**src/verilog/dnhs_pkg.sv**
```systemverilog
// Package: register map, field positions and reset values of the next-hop selector
package dnhs_pkg;

    // ------------------------------------------------------------
    // Register offsets
    // ------------------------------------------------------------
    localparam logic [7:0]  CTRL_OFS      = 8'h00;
    localparam logic [7:0]  DEST_PORT_OFS = 8'h04;
    localparam logic [7:0]  GATEWAY_OFS   = 8'h08;
    localparam logic [7:0]  MASK_OFS      = 8'h0C;
    localparam logic [7:0]  OWN_ADDR_OFS  = 8'h10;
    localparam logic [7:0]  DEST_ADDR_OFS = 8'h14;
    localparam logic [7:0]  STATUS_OFS    = 8'h18;
    localparam logic [7:0]  NEXT_HOP_OFS  = 8'h1C;
    localparam logic [7:0]  CONN_ADDR_OFS = 8'h20;

    // ------------------------------------------------------------
    // Control fields
    // ------------------------------------------------------------
    localparam int CTRL_MODE_LSB = 0;
    localparam int CTRL_AUTO_BIT = 2;
    localparam int CTRL_GO_BIT   = 3;
    localparam int CTRL_OVR_BIT  = 4;
    localparam int CTRL_RST_BIT  = 5;

    // ------------------------------------------------------------
    // Status fields
    // ------------------------------------------------------------
    localparam int STAT_LOCAL_BIT = 0;
    localparam int STAT_MASK_BIT  = 1;
    localparam int STAT_AUTO_BIT  = 2;

    // ------------------------------------------------------------
    // Reset values and the server-only routing mode code
    // ------------------------------------------------------------
    localparam logic [1:0]  MODE_RST      = 2'h1;
    localparam logic [15:0] DEST_PORT_RST = 16'h03E9;
    localparam logic [31:0] GATEWAY_RST   = 32'h7F000001;
    localparam logic [31:0] MASK_RST      = 32'hFFFFFF00;
    localparam logic [31:0] OWN_ADDR_RST  = 32'h7F000003;
    localparam logic [31:0] DEST_ADDR_RST = 32'h7F000002;
    localparam logic [1:0]  MODE_SERVER   = 2'h0;

endpackage

```
**src/verilog/dnhs_route_if.sv**
```systemverilog
// Interface: addresses into the locality check and the next hop out of it
`timescale 1ns/1ns
interface dnhs_route_if;
    logic [31:0] own_addr;
    logic [31:0] dest_addr;
    logic [31:0] subnet_mask;
    logic [31:0] gateway_addr;
    logic        is_local;
    logic [31:0] next_hop;

    modport ctl (output own_addr, output dest_addr, output subnet_mask,
                 output gateway_addr, input is_local, input next_hop);
    modport rte (input own_addr, input dest_addr, input subnet_mask,
                 input gateway_addr, output is_local, output next_hop);
endinterface

```
**src/verilog/dnhs_route.sv**
```systemverilog
// Locality test and next-hop selection
`timescale 1ns/1ns
module dnhs_route (
    dnhs_route_if.rte rif
);
    // ------------------------------------------------------------
    // Masked compare and select
    // ------------------------------------------------------------
    logic [31:0] own_masked;
    logic [31:0] dest_masked;

    assign own_masked   = rif.own_addr & rif.subnet_mask;      // see (RL5)
    assign dest_masked  = rif.dest_addr & rif.subnet_mask;     // see (RL5)
    assign rif.is_local = (own_masked == dest_masked);         // see (RL5)
    // Gateway only for a foreign subnet
    assign rif.next_hop = rif.is_local ? rif.dest_addr : rif.gateway_addr; // see (RL6) see (RL7)
endmodule

```
**src/verilog/dnhs_mask_chk.sv**
```systemverilog
// Netmask shape check: ones from the top, zeros below
`timescale 1ns/1ns
module dnhs_mask_chk (
    input  wire logic [31:0] mask_i,
    output logic             ok_o
);
    // ------------------------------------------------------------
    // A one below a zero breaks the mask
    // ------------------------------------------------------------
    logic [30:0] bad;

    for (genvar i = 0; i < 31; i++) begin : g_bit
        assign bad[i] = mask_i[i] & ~mask_i[i+1];              // see (RL8)
    end

    assign ok_o = ~|bad;
endmodule

```
**src/verilog/dnhs_top.sv**
```systemverilog
// Destination next-hop selector with Wishbone register file
// ------------------------------------------------------------
// Notes on behaviour
// (RL1) Destination port holds any value 0..65535
// (RL2) Outgoing connection uses stored destination port
// (RL3) Remote address from active destination value
// (RL4) Routing mode zero: no outgoing connections
// (RL5) Mask own and destination, compare equal
// (RL6) Equal goes direct, else via gateway
// (RL7) Gateway only for foreign-subnet destinations
// (RL8) Valid mask: leading ones, trailing zeros
// (RL9) Auto addressing overwrites gateway when supplied
// (RL10) Auto addressing overwrites mask when supplied
// (RL11) Working copies loaded only at restart
// ------------------------------------------------------------
`timescale 1ns/1ns
module dnhs_top (
    input  wire logic        MCLK_I,
    input  wire logic        SYS_RST_I,
    input  wire logic        WB_CYC_I,
    input  wire logic        WB_STB_I,
    input  wire logic        WB_WE_I,
    input  wire logic [7:0]  WB_ADR_I,
    input  wire logic [3:0]  WB_SEL_I,
    input  wire logic [31:0] WB_DAT_I,
    output logic      [31:0] WB_DAT_O,
    output logic             WB_ACK_O,
    input  wire logic        DHCP_GW_VALID_I,
    input  wire logic [31:0] DHCP_GW_I,
    input  wire logic        DHCP_MASK_VALID_I,
    input  wire logic [31:0] DHCP_MASK_I,
    output logic             CONN_REQ_O,
    output logic      [31:0] CONN_ADDR_O,
    output logic      [15:0] CONN_PORT_O,
    output logic             CONN_DIRECT_O
);
    // ------------------------------------------------------------
    // State
    // ------------------------------------------------------------
    typedef struct packed {
        logic        ack;
        logic [31:0] dat;
        logic [1:0]  routing_mode_setting;
        logic        auto_addressing_enable;
        logic [15:0] dest_port_setting;
        logic [31:0] gateway_addr_setting;
        logic [31:0] subnet_mask_setting;
        logic [31:0] own_addr_setting;
        logic [31:0] dest_addr_setting;
        logic [31:0] conn_addr;
        logic [15:0] wrk_port;
        logic [31:0] wrk_gw;
        logic [31:0] wrk_mask;
        logic [31:0] wrk_own;
        logic [31:0] wrk_dest;
        logic        req;
        logic [31:0] req_addr;
        logic [15:0] req_port;
        logic        req_direct;
    } dnhs_state_type;

    dnhs_state_type st_r;
    dnhs_state_type st_nxt;

    dnhs_route_if rif ();
    logic         mask_ok;
    logic         wr_acc;
    logic         go;
    logic         ovr;
    logic         restart;

    dnhs_route u_route (
        .rif (rif.rte)
    );

    dnhs_mask_chk u_mask_chk (
        .mask_i (st_r.wrk_mask),
        .ok_o   (mask_ok)
    );

    // ------------------------------------------------------------
    // Byte-lane merge
    // ------------------------------------------------------------
    function automatic logic [31:0] merge(input logic [31:0] old_v,
                                          input logic [31:0] new_v,
                                          input logic [3:0]  sel);
        logic [31:0] res;
        res = old_v;
        for (int b = 0; b < 4; b++) begin
            if (sel[b]) begin
                res[b*8 +: 8] = new_v[b*8 +: 8];
            end
        end
        return res;
    endfunction

    // ------------------------------------------------------------
    // Strobes of a control write
    // ------------------------------------------------------------
    assign wr_acc  = WB_CYC_I & WB_STB_I & WB_WE_I & st_r.ack;
    assign go      = wr_acc && (WB_ADR_I == dnhs_pkg::CTRL_OFS) && WB_SEL_I[0]
                     && WB_DAT_I[dnhs_pkg::CTRL_GO_BIT];
    assign ovr     = WB_DAT_I[dnhs_pkg::CTRL_OVR_BIT];
    assign restart = wr_acc && (WB_ADR_I == dnhs_pkg::CTRL_OFS) && WB_SEL_I[0]
                     && WB_DAT_I[dnhs_pkg::CTRL_RST_BIT];

    // ------------------------------------------------------------
    // Route inputs: working copies and active destination
    // ------------------------------------------------------------
    assign rif.own_addr     = st_r.wrk_own;
    assign rif.subnet_mask  = st_r.wrk_mask;
    assign rif.gateway_addr = st_r.wrk_gw;
    assign rif.dest_addr    = (go && ovr) ? st_r.conn_addr : st_r.wrk_dest; // see (RL3)

    // ------------------------------------------------------------
    // Next state
    // ------------------------------------------------------------
    always_comb begin
        logic [31:0] rd;
        rd     = 32'h00000000;
        st_nxt = st_r;

        // Bus answer: ack one cycle after the request, dropped next
        st_nxt.ack = WB_CYC_I & WB_STB_I & ~st_r.ack;
        case (WB_ADR_I)
            dnhs_pkg::CTRL_OFS: begin
                rd[dnhs_pkg::CTRL_MODE_LSB +: 2] = st_r.routing_mode_setting;
                rd[dnhs_pkg::CTRL_AUTO_BIT]      = st_r.auto_addressing_enable;
            end
            dnhs_pkg::DEST_PORT_OFS: rd[15:0] = st_r.dest_port_setting;
            dnhs_pkg::GATEWAY_OFS:   rd       = st_r.gateway_addr_setting;
            dnhs_pkg::MASK_OFS:      rd       = st_r.subnet_mask_setting;
            dnhs_pkg::OWN_ADDR_OFS:  rd       = st_r.own_addr_setting;
            dnhs_pkg::DEST_ADDR_OFS: rd       = st_r.dest_addr_setting;
            dnhs_pkg::STATUS_OFS: begin
                rd[dnhs_pkg::STAT_LOCAL_BIT] = rif.is_local;
                rd[dnhs_pkg::STAT_MASK_BIT]  = mask_ok;
                rd[dnhs_pkg::STAT_AUTO_BIT]  = st_r.auto_addressing_enable;
            end
            dnhs_pkg::NEXT_HOP_OFS:  rd       = rif.next_hop;
            dnhs_pkg::CONN_ADDR_OFS: rd       = st_r.conn_addr;
            default:                 rd       = 32'h00000000;
        endcase
        if (WB_CYC_I && WB_STB_I && !st_r.ack) begin
            st_nxt.dat = rd;
        end

        // Register writes at the acknowledging edge
        if (wr_acc) begin
            case (WB_ADR_I)
                dnhs_pkg::CTRL_OFS: begin
                    if (WB_SEL_I[0]) begin
                        st_nxt.routing_mode_setting =
                            WB_DAT_I[dnhs_pkg::CTRL_MODE_LSB +: 2];
                        st_nxt.auto_addressing_enable = WB_DAT_I[dnhs_pkg::CTRL_AUTO_BIT];
                    end
                end
                dnhs_pkg::DEST_PORT_OFS: begin
                    st_nxt.dest_port_setting = 16'(merge({16'h0000, st_r.dest_port_setting},
                                                         WB_DAT_I, WB_SEL_I)); // see (RL1)
                end
                dnhs_pkg::GATEWAY_OFS: begin
                    st_nxt.gateway_addr_setting =
                        merge(st_r.gateway_addr_setting, WB_DAT_I, WB_SEL_I);
                end
                dnhs_pkg::MASK_OFS: begin
                    st_nxt.subnet_mask_setting =
                        merge(st_r.subnet_mask_setting, WB_DAT_I, WB_SEL_I);
                end
                dnhs_pkg::OWN_ADDR_OFS: begin
                    st_nxt.own_addr_setting = merge(st_r.own_addr_setting, WB_DAT_I, WB_SEL_I);
                end
                dnhs_pkg::DEST_ADDR_OFS: begin
                    st_nxt.dest_addr_setting = merge(st_r.dest_addr_setting, WB_DAT_I, WB_SEL_I);
                end
                dnhs_pkg::CONN_ADDR_OFS: begin
                    st_nxt.conn_addr = merge(st_r.conn_addr, WB_DAT_I, WB_SEL_I);
                end
                default: begin
                end
            endcase
        end

        // Server-supplied values win over a software write
        if (st_r.auto_addressing_enable && DHCP_GW_VALID_I) begin
            st_nxt.gateway_addr_setting = DHCP_GW_I;               // see (RL9)
        end
        if (st_r.auto_addressing_enable && DHCP_MASK_VALID_I) begin
            st_nxt.subnet_mask_setting = DHCP_MASK_I;              // see (RL10)
        end

        // Working copies change only on a restart
        if (restart) begin
            st_nxt.wrk_port = st_r.dest_port_setting;              // see (RL11)
            st_nxt.wrk_gw   = st_r.gateway_addr_setting;           // see (RL11)
            st_nxt.wrk_mask = st_r.subnet_mask_setting;            // see (RL11)
            st_nxt.wrk_own  = st_r.own_addr_setting;               // see (RL11)
            st_nxt.wrk_dest = st_r.dest_addr_setting;              // see (RL11)
        end

        // Connection request, never in server-only mode
        st_nxt.req = go && (st_r.routing_mode_setting != dnhs_pkg::MODE_SERVER); // see (RL4)
        if (st_nxt.req) begin
            st_nxt.req_addr   = rif.next_hop;                      // see (RL6)
            st_nxt.req_port   = st_r.wrk_port;                     // see (RL2)
            st_nxt.req_direct = rif.is_local;
        end
    end

    // ------------------------------------------------------------
    // State register
    // ------------------------------------------------------------
    always_ff @(posedge MCLK_I) begin
        if (SYS_RST_I) begin
            st_r                        <= '0;
            st_r.routing_mode_setting   <= dnhs_pkg::MODE_RST;
            st_r.dest_port_setting      <= dnhs_pkg::DEST_PORT_RST;
            st_r.gateway_addr_setting   <= dnhs_pkg::GATEWAY_RST;
            st_r.subnet_mask_setting    <= dnhs_pkg::MASK_RST;
            st_r.own_addr_setting       <= dnhs_pkg::OWN_ADDR_RST;
            st_r.dest_addr_setting      <= dnhs_pkg::DEST_ADDR_RST;
            st_r.wrk_port               <= dnhs_pkg::DEST_PORT_RST;
            st_r.wrk_gw                 <= dnhs_pkg::GATEWAY_RST;
            st_r.wrk_mask               <= dnhs_pkg::MASK_RST;
            st_r.wrk_own                <= dnhs_pkg::OWN_ADDR_RST;
            st_r.wrk_dest               <= dnhs_pkg::DEST_ADDR_RST;
        end else begin
            st_r <= st_nxt;
        end
    end

    assign WB_ACK_O      = st_r.ack;
    assign WB_DAT_O      = st_r.dat;
    assign CONN_REQ_O    = st_r.req;
    assign CONN_ADDR_O   = st_r.req_addr;
    assign CONN_PORT_O   = st_r.req_port;
    assign CONN_DIRECT_O = st_r.req_direct;
endmodule

```
**config.mk**
```make
export PLATFORM = sky130hd
export DESIGN_NAME = dnhs_top
export DESIGN_NICKNAME = d
export VERILOG_FILES = /design/src/verilog/dnhs_pkg.sv /design/src/verilog/dnhs_route_if.sv /design/src/verilog/dnhs_route.sv /design/src/verilog/dnhs_mask_chk.sv /design/src/verilog/dnhs_top.sv
export SDC_FILE = /design/constraint.sdc
export NUM_CORES = 1
export LEC_CHECK = 0
export ABC_AREA = 1
export BUFFER_PORTS_ARGS = -buffer_cell sky130_fd_sc_hd__buf_2
export CORE_ASPECT_RATIO = 0.6
export CORE_MARGIN = 2
export CORE_UTILIZATION = 59
export DETAILED_ROUTE_END_ITERATION = 12
export HOLD_SLACK_MARGIN = 0.12
export PLACE_DENSITY = 0.8
export RECOVER_POWER = 25
export SLEW_MARGIN = 0
export SYNTH_ARGS = -nofsm -noshare
export SYNTH_HDL_FRONTEND = slang
export SYNTH_SLANG_ARGS = --single-unit
```
**constraint.sdc**
```tcl
create_clock -name MCLK_I -period 3.4 [get_ports MCLK_I]
set_input_delay 0.17 -clock MCLK_I [delete_from_list [all_inputs] [get_ports MCLK_I]]
set_output_delay 0.17 -clock MCLK_I [all_outputs]
set_load 0.005 [all_outputs]
```
==> results by group <==
Setup path
  – Crit-path max cell delay: about 0.38 ns
  – CP Class: register to register
  – Slowest cell on the critical path: dfxtp_1
  – Worst EP arrival: roughly 3.8 ns
  – Most frequent cell on the critical path: nand2_1
  – Critical Path, Cell by Cell: nand2_1, nor2_4, nand2_2, nor2_2, buf_4, nand4_1, nand2_1, nand2_1, nand3_1, nand2_1, nor2_1, nand2_1, nor2_4, buf_4, nand2_8, nand2_1, nand3_1, nand2_2, nand2_1, a21oi_1
  – Crit path max fanout: 17
  – CP endpoint kind: register
  – Critical path required time: approximately 3.9 ns
  – Startpoint Class: register

Drt
  – Via/cell ratio: between 6 and 7
  – Initial DRC count: ~2,800
  – Avg WL per Cell: 20.4 µm
  – Vias: approximately 20,000
  – Post-route ant nets: 0
  – Drc violations: 0
  – DRT Pass-1 Iters: 6
  – Total routed wirelength: roughly 66,000 µm

Global routing
  – Vias in the first global route: between 15,000 and 20,000
  – Grt met2 use: 61.1%
  – Global route hottest layer: met2
  – Met3 usage: 8.02%
  – First-pass GRT wire length: 102,000 µm
  – GRT Total Usage: 39.3%
  – Total congestion overflow: 0
  – Pin count of the biggest net entering global routing: ~180
  – Initial antenna violation count: 0
  – Grt met1 use: about half

Placement
  – Number of port buffers: ~200
  – Placed Area: just under 20,000 µm²
  – GP Congestion: 1.02
  – DPL Wire Length: between 40,000 and 50,000 µm

Clock tree
  – Clock latency on the worst-skew pair: ~0.55 ns
  – Sink Count: 406
  – CTS clk-pin slew, worst paths: 0.07 ns
  – Clk root buf: clkbuf_16
  – Max Buffers Root-to-Sink: 3
  – Num CTS Buffers: 38
  – H-tree levels: 2
  – CTS tree: yes

Floorplanning
  – # IOs: ~200
  – Die Wd: about 230 µm
  – Die height: around 140 µm
  – Die area: about 33,000 µm²
  – Starting Density: roughly 60%
  – Core Region: 31,200 µm²
  – Std cell rows: 50

Timing
  – Least-Margin Pin Slew: roughly 1.2 ns
  – Fin. max-slew vios: 0
  – Clk_skew: around 0.022 ns
  – Period utilization: a little over nine tenths
  – Crit path time final: between 3 and 4 ns
  – Fmax: 298 MHz
  – Setup Viol. Count Final: 0
  – Hold Fails Final Rpt: 0
  – Final hold slack: between 0.1 and 0.15 ns
  – Slew headroom: between 10% and 20%

Synthesis
  – Post-Syn Nets: around 2,700
  – Yosys cell types: 32
  – #FFs+latches synth: 406
  – Syn Area/Cell: ~7.1 µm²
  – Post-synthesis sequential area ratio: a little over two fifths
  – Post-synthesis cell area: around 19,000 µm²
  – Mapped Cells: around 2,600
  – Syn. warnings: 0

Cells and area
  – Filler cells: about 2,500
  – Final non-filler cell area: ~22,000 µm²
  – Fin nets: 2,917
  – Share of layout cells above drive strength 1: between 10% and 20%
  – Area grow syn2layout: 17.9%

Power
  – Pwr Density: ~440 nW/µm²
  – Max VDD drop: 0.348 mV
  – Static Leak: 10.2 nW

Min path
  – Hold WC Path Type: input port to register

Flow run
  – Max_cap viols: 0

Run status
  – Status: finished, final reports clean
-- area by class of cell --
cell class              count  area, µm²  area share [%]
diodes                      1       2.50          0.0114
repair buffers            388       2730            12.4
clock inverters            13        145           0.659
inverters                 296       1120            5.09
multi-input cells        1672       8200            37.2
flip-flops and latches    406       8130            36.9
clock buffers              57       1190            5.38
well taps                 416        520            2.36
-- synth_stat cells (all sizes together) --
master | number | area (µm²)
a31oi | 32 | 200
o2111ai | 1 | 8.76
a211oi | 18 | 135
nor3 | 7 | 35.0
inv | 293 | 1100
clkinv | 3 | 11.3
nand2 | 563 | 2120
o211ai | 138 | 1040
a2111oi | 5 | 43.8
nand3 | 194 | 971
a21oi | 225 | 1130
a22o | 1 | 8.76
a221oi | 7 | 61.3
buf | 105 | 761
nor4 | 1 | 6.26
o21ai | 257 | 1290
clkbuf | 147 | 552
o221ai | 6 | 52.6
o22ai | 23 | 144
nor2 | 155 | 609
dfxtp | 406 | 8130
o311ai | 18 | 158
nand4 | 20 | 131
-- per-layer routing --
layer | wire (µm) | vias to the layer above
li1 | - | 9050
met1 | 25900 | 9038
met2 | 28800 | 1257
met3 | 7620 | 308
met4 | 4090 | 0
met5 | 0 | -
-- report_power, final --
part | internal, mW | switching (mW) | total (mW) | leakage [nW]
Clock | 2.65 | 1.93 | 4.58 | 0.658
Combinational | 0.158 | 0.235 | 0.392 | 6.29
Sequential | 4.75 | 0.00126 | 4.76 | 3.27
-- cells by family (layout without fill, tap and decap cells) --
logic type | Yosys count | in the layout | share of synthesized area [%]
simple gates | 940 | 941 | 20.7
flops | 406 | 406 | 43.5
compound gates | 731 | 731 | 22.8
other cells | 0 | 1 | 0
buf+inv | 548 | 754 | 13.0
-- cell usage in the layout, fill, tap and decap left out, types with 23 or more instances in the layout --
cell type | netlist | layout
nand2_1 | 561 | 558
dfxtp_1 | 406 | 406
inv_1 | 289 | 286
o21ai_0 | 257 | 257
a21oi_1 | 225 | 225
nand3_1 | 194 | 192
nor2_1 | 150 | 146
buf_2 | 11 | 143
o211ai_1 | 138 | 138
dlygate4sd3_1 | 0 | 125
clkbuf_1 | 147 | 64
buf_4 | 80 | 51
clkbuf_16 | 0 | 41
a31oi_1 | 32 | 32
o22ai_1 | 23 | 23
-- final timing paths --
path | startpoint | to | slack [ns] | cells past startpoint
max | WB_ACK_O | WB_DAT_O[24] | 0.05 | 20
max reg2reg | WB_ACK_O | WB_DAT_O[24] | 0.05 | 20
min reg2reg | rif.gateway_addr[17] | rif.gateway_addr[17] | 0.45 | 2
min | DHCP_MASK_I[9] | st_r[299] | 0.15 | 3
-- per-stage QoR --
step / TNS [ns] / worst slack [ns] / util (%) / instances / total power, mW
after detailed placement: 0 / 0.119 / 62.4 / 3048 / 5.15
after global placement: 0 / 0.308 / 62.4 / 3048 / 5.15
after global routing: -0.314 / -0.0659 / 70.7 / 3248 / 9.94
after CTS: 0 / 0.102 / 70.7 / 3243 / 9.69
after floorplan: 0 / 0.989 / - / 2625 / 4.99
final: 0 / 0.0488 / 70.7 / 3249 / 9.73
-- state kept, by name (all words and copies together), names as in the netlist --
name              flops
st_r                227
CONN_REQ_O            1
CONN_PORT_O          16
CONN_DIRECT_O         1
WB_ACK_O              1
rif.gateway_addr     32
rif.subnet_mask      32
rif.own_addr         32
WB_DAT_O             32
CONN_ADDR_O          32
-- what timing repair did --
action                                  CTS  global route
resized for setup                         0            11
hold buffers                            125             0
buffers inserted                          0             4
endpoints found under the setup margin    0            63
endpoints found under the hold margin   169             0
-- worst max-delay path: cells and delay by family, from the launching register on --
family / cells / cell delay [ns]
flops: 1 / 0.38
compound gates: 1 / 0.14
simple gates: 17 / 2.27
buf+inv: 2 / 0.48
(Power assumes the default switching activity.)
